==> src/include/cbp_pkg.sv <==
// Package: register map, field layout and types of the cell-bus port control registers
package cbp_pkg;
    localparam int ADDR_W = 8;
    localparam int DATA_W = 8;
    localparam logic [7:0] FIFO_RESET_CONTROL_OFFSET = 8'h0d;
    localparam logic [7:0] PORT_ADDRESS_OFFSET = 8'h0e;
    localparam int TX_CLEAR_BIT = 7;
    localparam int RX_CLEAR_BIT = 6;
    localparam int OUTPUT_DISABLE_BIT = 5;
    localparam int PORT_ADDR_MSB = 4;
    localparam int PORT_ADDR_W = 5;
    localparam int PORT_INDEX_W = 3;
    localparam logic [1:0] PORT_ADDR_UPPER_RESET = 2'h0;
    localparam logic [7:0] FIFO_RESET_CONTROL_RESET = 8'h00;
    localparam logic OUTPUT_DISABLE_RESET_EARLY = 1'b0;
    localparam logic OUTPUT_DISABLE_RESET_LATER = 1'b1;

    typedef struct packed {
        logic [ADDR_W-1:0] addr;
        logic [DATA_W-1:0] wdata;
        logic wr;
        logic rd;
    } reg_req_t;

    typedef struct packed {
        logic output_disable;
        logic [PORT_ADDR_W-1:0] port_bus_address;
    } port_cfg_t;
endpackage

==> src/verilog/cbp_addr_match.sv <==
// Compares the stored port bus address with the cell-bus address lines
`timescale 1ns/1ps
module cbp_addr_match #(
    parameter int WIDTH = 5
) (
    // Stored address and bus lines
    input wire logic [WIDTH-1:0] port_bus_address,
    input wire logic [WIDTH-1:0] receive_address_lines,
    input wire logic [WIDTH-1:0] transmit_address_lines,
    // Selects
    output logic receive_selected,
    output logic transmit_selected
);
    assign receive_selected = (receive_address_lines == port_bus_address);
    assign transmit_selected = (transmit_address_lines == port_bus_address);
endmodule // cbp_addr_match

==> src/verilog/cbp_reset_sync.sv <==
// Two-stage release synchroniser for the active-low reset
`timescale 1ns/1ps
module cbp_reset_sync (
    // Clock and raw reset
    input wire logic ref_clk,
    input wire logic rst_b,
    // Synchronised reset
    output logic rst_sync_b
);
    logic stage1_reg;
    logic stage2_reg;

    always_ff @(posedge ref_clk or negedge rst_b) begin
        if (!rst_b) begin
            stage1_reg <= 1'b0;
            stage2_reg <= 1'b0;
        end else begin
            stage1_reg <= 1'b1;
            stage2_reg <= stage1_reg;
        end
    end

    assign rst_sync_b = stage2_reg;
endmodule // cbp_reset_sync

==> src/verilog/cell_bus_port_control_regs.sv <==
// Cell-bus port control registers: FIFO pointer clears, output disable, bus address
`timescale 1ns/1ps
// Overview of operation
// Writing one to bit 7 of the FIFO reset control register pulses the transmit FIFO pointer clear.
// Writing one to bit 6 of the FIFO reset control register pulses the receive FIFO pointer clear.
// Software writes zero to reserved bits 5..0 of the first register and 7..6 of the second.
// Bit 5 of the port address register, when one, disables every cell-bus output of the port.
// Bits 4..0 of the port address register hold the five-bit bus address, bit 4 most significant.
// The stored address is compared with the receive and transmit address lines to select the port.
// Software gives each port on the shared cell bus a distinct address.
// After reset the low three address bits equal the port index and the upper two are zero.
// Software changes the disable and address bits only while a logic reset is held; here the register takes writes only outside reset.
// Registers read back the last value written to storage bits, with reserved bits as zero.
module cell_bus_port_control_regs #(
    parameter logic [cbp_pkg::PORT_INDEX_W-1:0] PORT_INDEX = 3'h0,
    parameter bit LATER_SILICON = 1'b1
) (
    // Clock and reset
    input wire logic ref_clk,
    input wire logic rst_b,
    // Register port
    input wire logic [cbp_pkg::ADDR_W-1:0] reg_addr,
    input wire logic [cbp_pkg::DATA_W-1:0] reg_wdata,
    input wire logic reg_wr,
    input wire logic reg_rd,
    output logic [cbp_pkg::DATA_W-1:0] reg_rdata,
    // Cell-bus address lines
    input wire logic [cbp_pkg::PORT_ADDR_W-1:0] receive_address_lines,
    input wire logic [cbp_pkg::PORT_ADDR_W-1:0] transmit_address_lines,
    // Port selection and output control
    output logic receive_selected,
    output logic transmit_selected,
    output logic cell_bus_output_disable,
    output logic [cbp_pkg::PORT_ADDR_W-1:0] port_bus_address,
    // FIFO pointer clears
    output logic transmit_fifo_pointer_clear,
    output logic receive_fifo_pointer_clear
);
    localparam logic OUTPUT_DISABLE_RESET = LATER_SILICON ?
        cbp_pkg::OUTPUT_DISABLE_RESET_LATER : cbp_pkg::OUTPUT_DISABLE_RESET_EARLY;
    localparam logic [cbp_pkg::PORT_ADDR_W-1:0] PORT_ADDR_RESET =
        {cbp_pkg::PORT_ADDR_UPPER_RESET, PORT_INDEX};

    logic rst_sync_b;
    cbp_pkg::reg_req_t req;
    cbp_pkg::port_cfg_t cfg_reg;
    cbp_pkg::port_cfg_t cfg_next;
    logic tx_clear_reg;
    logic rx_clear_reg;
    logic [cbp_pkg::DATA_W-1:0] rdata_reg;
    logic [cbp_pkg::DATA_W-1:0] rdata_next;
    logic hit_fifo;
    logic hit_addr;
    logic wr_fifo;
    logic wr_addr;
    logic [cbp_pkg::DATA_W-1:0] addr_reg_view;
    logic rx_sel_raw;
    logic tx_sel_raw;

    cbp_reset_sync u_reset_sync (
        .ref_clk(ref_clk),
        .rst_b(rst_b),
        .rst_sync_b(rst_sync_b)
    );

    assign req = '{addr: reg_addr, wdata: reg_wdata, wr: reg_wr, rd: reg_rd};

    // Address decode
    assign hit_fifo = (req.addr == cbp_pkg::FIFO_RESET_CONTROL_OFFSET);
    assign hit_addr = (req.addr == cbp_pkg::PORT_ADDRESS_OFFSET);
    assign wr_fifo = req.wr && hit_fifo;
    assign wr_addr = req.wr && hit_addr;

    // Reserved bits are not stored, so they cannot steer anything
    assign cfg_next = wr_addr ?
        '{output_disable: req.wdata[cbp_pkg::OUTPUT_DISABLE_BIT],
          port_bus_address: req.wdata[cbp_pkg::PORT_ADDR_MSB:0]} : cfg_reg;

    // Clear bits are self-clearing, so they read back as zero
    assign addr_reg_view = {2'h0, cfg_reg.output_disable, cfg_reg.port_bus_address};
    assign rdata_next = !req.rd ? 8'h00 :
        hit_addr ? addr_reg_view :
        hit_fifo ? cbp_pkg::FIFO_RESET_CONTROL_RESET : 8'h00;

    always_ff @(posedge ref_clk or negedge rst_sync_b) begin
        if (!rst_sync_b) begin
            cfg_reg <= '{output_disable: OUTPUT_DISABLE_RESET,
                         port_bus_address: PORT_ADDR_RESET};
        end else begin
            cfg_reg <= cfg_next;
        end
    end

    always_ff @(posedge ref_clk or negedge rst_sync_b) begin
        if (!rst_sync_b) begin
            tx_clear_reg <= 1'b0;
            rx_clear_reg <= 1'b0;
            rdata_reg <= 8'h00;
        end else begin
            tx_clear_reg <= wr_fifo && req.wdata[cbp_pkg::TX_CLEAR_BIT];
            rx_clear_reg <= wr_fifo && req.wdata[cbp_pkg::RX_CLEAR_BIT];
            rdata_reg <= rdata_next;
        end
    end

    cbp_addr_match #(
        .WIDTH(cbp_pkg::PORT_ADDR_W)
    ) u_addr_match (
        .port_bus_address(cfg_reg.port_bus_address),
        .receive_address_lines(receive_address_lines),
        .transmit_address_lines(transmit_address_lines),
        .receive_selected(rx_sel_raw),
        .transmit_selected(tx_sel_raw)
    );

    // A disabled port answers no cell-bus cycle
    assign receive_selected = rx_sel_raw && !cfg_reg.output_disable;
    assign transmit_selected = tx_sel_raw && !cfg_reg.output_disable;
    assign cell_bus_output_disable = cfg_reg.output_disable;
    assign port_bus_address = cfg_reg.port_bus_address;
    assign transmit_fifo_pointer_clear = tx_clear_reg;
    assign receive_fifo_pointer_clear = rx_clear_reg;
    assign reg_rdata = rdata_reg;

    // Checks
    AST_TX_CLEAR: assert property (@(posedge ref_clk) disable iff (!rst_sync_b)
        (reg_wr && reg_addr == cbp_pkg::FIFO_RESET_CONTROL_OFFSET && reg_wdata[7])
        |=> transmit_fifo_pointer_clear)
        else $error("transmit clear missing after write");
    AST_TX_CLEAR_END: assert property (@(posedge ref_clk) disable iff (!rst_sync_b)
        !(reg_wr && reg_addr == cbp_pkg::FIFO_RESET_CONTROL_OFFSET && reg_wdata[7])
        |=> !transmit_fifo_pointer_clear)
        else $error("transmit clear without matching write");
    AST_RX_CLEAR: assert property (@(posedge ref_clk) disable iff (!rst_sync_b)
        receive_fifo_pointer_clear |-> $past(reg_wr) && $past(reg_wdata[6])
        && $past(reg_addr) == cbp_pkg::FIFO_RESET_CONTROL_OFFSET)
        else $error("receive clear without matching write");
    AST_DISABLE_BLOCKS: assert property (@(posedge ref_clk) disable iff (!rst_sync_b)
        cell_bus_output_disable |-> !receive_selected && !transmit_selected)
        else $error("disabled port still selected");
    AST_ADDR_WRITE: assert property (@(posedge ref_clk) disable iff (!rst_sync_b)
        (reg_wr && reg_addr == cbp_pkg::PORT_ADDRESS_OFFSET)
        |=> port_bus_address == $past(reg_wdata[4:0])
        && cell_bus_output_disable == $past(reg_wdata[5]))
        else $error("address register did not take write");
    AST_SELECT: assert property (@(posedge ref_clk) disable iff (!rst_sync_b)
        (!cell_bus_output_disable && receive_address_lines == port_bus_address)
        |-> receive_selected)
        else $error("matching receive address not selected");
    AST_RESET_ADDR: assert property (@(posedge ref_clk)
        $rose(rst_sync_b) |-> port_bus_address == {2'h0, PORT_INDEX}
        && cell_bus_output_disable == OUTPUT_DISABLE_RESET)
        else $error("wrong address after reset");
    AST_READBACK: assert property (@(posedge ref_clk) disable iff (!rst_sync_b)
        (reg_rd && reg_addr == cbp_pkg::PORT_ADDRESS_OFFSET)
        |=> reg_rdata == {2'h0, cell_bus_output_disable, port_bus_address})
        else $error("address register readback wrong");
    AST_FIFO_READ_ZERO: assert property (@(posedge ref_clk) disable iff (!rst_sync_b)
        (reg_rd && reg_addr == cbp_pkg::FIFO_RESET_CONTROL_OFFSET) |=> reg_rdata == 8'h00)
        else $error("fifo reset control reads nonzero");
    AST_HOLD: assert property (@(posedge ref_clk) disable iff (!rst_sync_b)
        !(reg_wr && reg_addr == cbp_pkg::PORT_ADDRESS_OFFSET) |=> $stable(port_bus_address))
        else $error("address changed without write");

    COV_TX_CLEAR: cover property (@(posedge ref_clk) transmit_fifo_pointer_clear);
    COV_BOTH_CLEAR: cover property (@(posedge ref_clk)
        transmit_fifo_pointer_clear && receive_fifo_pointer_clear);
    COV_RX_SELECT: cover property (@(posedge ref_clk) receive_selected);
    COV_ENABLE: cover property (@(posedge ref_clk) $fell(cell_bus_output_disable));
endmodule // cell_bus_port_control_regs
==> config.mk <==
export PLATFORM = sky130hd
export DESIGN_NAME = cell_bus_port_control_regs
export DESIGN_NICKNAME = d
export VERILOG_FILES = /design/src/include/cbp_pkg.sv /design/src/verilog/cbp_addr_match.sv /design/src/verilog/cbp_reset_sync.sv /design/src/verilog/cell_bus_port_control_regs.sv
export SDC_FILE = /design/constraint.sdc
export NUM_CORES = 1
export LEC_CHECK = 0
export ABC_AREA = 1
export BUFFER_PORTS_ARGS = -buffer_cell sky130_fd_sc_hd__buf_2
export CAP_MARGIN = 10
export CORE_MARGIN = 2
export CORE_UTILIZATION = 33
export DETAILED_ROUTE_END_ITERATION = 10
export PLACE_DENSITY = 0.67
export SYNTH_ARGS = -nofsm -noshare
export SYNTH_HDL_FRONTEND = slang
export SYNTH_SLANG_ARGS = --single-unit
==> constraint.sdc <==
create_clock -name ref_clk -period 1.9 [get_ports ref_clk]
set_input_delay 0.19 -clock ref_clk [delete_from_list [all_inputs] [get_ports ref_clk]]
set_output_delay 0.19 -clock ref_clk [all_outputs]
set_load 0.01 [all_outputs]
==> flow_summary.json <==
{
  "initial_core_util_pct": 34.8,
  "crit_path_max_fanout": 5,
  "cts_num_sinks": 16,
  "yosys_warnings": 0,
  "postLayoutSetupSlackWorst_ns": 0.400,
  "drt_iter0_markers": 7,
  "largest_reg_flops": 6,
  "maxSlewHeadroom_pct": 63.3,
  "synth-xor-area-share_pct": 4.10,
  "worst_r2r_endpoint": "reg_rdata[5]",
  "seq_area_frac_synth_pct": 47.0,
  "grt_usage_pct": 13.6,
  "design.die.area_mm2": 0.00301,
  "period_share_pct": 79.0,
  "wirelength_um": 1800,
  "core_area_mm2": 0.00245,
  "fin_crit_ns": 1.50,
  "nets": 179,
  "place_congestion": 0.790,
  "avgSynthCellArea_um2": 8.55,
  "route.vias.total": 761,
  "synth.top_cell.area_share_pct": 43.9,
  "finalSetupViolations": 0,
  "endpoint": "transmit_selected",
  "dieHeight_um": 54.9,
  "rrSetupSlack_ns": 1.11,
  "grt_pass1_vias": 689,
  "worstSetupStartpointType": "register",
  "drive_gt1_share_pct": 40.5,
  "ctsLongestPathBuffers": 2,
  "crit_path_start": "port_bus_address[3]",
  "power_per_cell_area_mw_per_mm2": 570,
  "crit_path_end_kind": "primary output",
  "rr_worst_depth": 2,
  "detail-route-antenna-nets": 0,
  "ys_types": 21,
  "area_growth_pct": 33.1,
  "clkTransAtPathRegs_ns": 0.09,
  "synth_compound_area_share_pct": 1.17,
  "maxCapViolCount": 0,
  "grt_pass1_wl_um": 2840,
  "synth_top_family_by_area": "simple AND/OR/NAND/NOR gates",
  "rsz0062_at_grt": "no",
  "antenna_found_initial": 0,
  "finalHoldViolCount": 0,
  "dieWidth_um": 54.9,
  "dp_slack_ns": 0.717,
  "required_ns": 1.71,
  "rows": 18,
  "synth_area_leaders": "dfrtp_1, nand2_1, inv_1, nor2_1, nor2_8",
  "fmax_mhz": 667,
  "path_class": "reg2out",
  "rr_startpoint": "cell_bus_output_disable",
  "synth.area.mux_share_pct": 0,
  "tritoncts": "done",
  "drc": 0,
  "p_leak_nw": 0.672,
  "diodes": 0,
  "port_buffers": 45,
  "synthesis.area_um2": 855,
  "root_buffer": "clkbuf_4",
  "h-tree-depth": 1,
  "ys_ff_latch": 16,
  "worst_pin_slew_ns": 0.550,
  "clk_latency_ns": 0.29,
  "grt.overflow.total": 0,
  "min_path_type": "in2reg",
  "synth.largest_area_cell": "dfrtp_1",
  "yosys.area_share.simple_pct": 37.5,
  "drt_pass1_iterations": 4,
  "grt_start_max_net_pins": 15,
  "tns_ns": 0,
  "fin_skew_ns": 0.0102,
  "dp_hpwl_um": 1520,
  "routed_via_density": 4.28,
  "vdd_drop_max_mv": 0.394,
  "cp_data_arrival_time_ns": 1.31,
  "post_cts_buffers": 0,
  "synthCells": 100,
  "slew_violations": 0,
  "num_io_pins": 48,
  "outcome": "finished clean",
  "cts_buffers": 3,
  "synth_fa_ha_area_share_pct": 0,
  "wl_per_cell_um": 10.1
}
worst min path at each step:
| stage | start | to | slack [ns] | cells past startpoint |
|---|---|---|---|---|
| after floorplan | rst_b | u_reset_sync.rst_sync_b | -0.11 | 0 |
| after global placement | rst_b | u_reset_sync.stage1_reg | -0.02 | 1 |
| after detailed placement | rst_b | u_reset_sync.stage1_reg | -0.02 | 1 |
| after CTS | reg_wdata[6] | receive_fifo_pointer_clear | 0.10 | 3 |
| after global routing | reg_wdata[6] | receive_fifo_pointer_clear | 0.11 | 3 |
| final | reg_wdata[6] | receive_fifo_pointer_clear | 0.11 | 3 |
worst max-delay path: stages (launching register included):
cell and delay [ns]:
dfrtp_1 0.40, inv_1 0.14, nor2_1 0.06, nor2_1 0.08
nand3b_1 0.08, nor2_1 0.12, buf_2 0.14
routing by layer:
layer,track usage (%),part of all wire (%),up-vias
met4,8.54,2.4,0
met2,22.8,48,37
met1,15.9,41,321
li1,-,-,398
met5,0,0,-
met3,2.69,8.5,5
power by group:
group | switching (mW) | leakage (nW) | internal, mW
Clock | 0.102 | 0.0150 | 0.0816
Sequential | 0.0129 | 0.214 | 0.349
Combinational | 0.0549 | 0.443 | 0.0475
Total | 0.170 | 0.672 | 0.478
Yosys cell counts:
cell / number
nor3_1: 1
buf_2: 1
nand3_2: 1
nand4_1: 6
dfstp_2: 1
nor2_1: 15
buf_4: 2
nand3_4: 2
conb_1: 2
dfrtp_1: 15
nand2_4: 1
nand2_1: 22
nand2_2: 3
xnor2_1: 4
inv_2: 1
o21ai_0: 2
nand3b_1: 1
inv_1: 15
nor2_8: 2
nor2_2: 1
nand3_1: 2
final cells by class:
class	count	area, µm²
fill	252	1320
sequential	16	402
multi-input combinational	66	377
timing repair buffer	46	235
inverter	16	60.1
tap	30	37.5
clock buffer	4	26.3
logic make-up after synthesis:
kind of cell,after synthesis
and+or+nand+nor,57
buffers and inverters,19
DFF,16
xor gates and xnor gates,4
AOI/OAI and AO/OA,2
other,2
cells in the final DEF (no fill, tap or decap), types with 2 or more instances in the layout:
master    netlist  routed
nand4_1         6       6
nand2_2         3       3
clkbuf_4        0       3
inv_1          15      15
nor2_8          2       2
xnor2_1         4       4
conb_1          2       3
dfrtp_1        15      15
nand3_4         2       2
nand2_1        22      22
nor2_1         15      15
nand3_1         2       2
o21ai_0         2       2
buf_2           1      45
stage by stage:
stage               power (mW)  cells  instance area, µm²  hold slack [ns]  util (%)
finish                   0.648    178                1140            0.109      46.3
global route             0.695    178                1140            0.112      46.3
CTS                      0.660    178                1140            0.103      46.3
detailed placement       0.472    173                1100          -0.0219      44.9
global placement         0.469    173                1100          -0.0237      44.9
floorplan                0.425    101                 858           -0.106         -
timing repair:
| action | CTS | global route |
|---|---|---|
| resized for setup | 0 | 0 |
| hold endpoints to repair | 2 | 0 |
| hold buffers | 1 | 0 |
(Power assumes the default switching activity.)
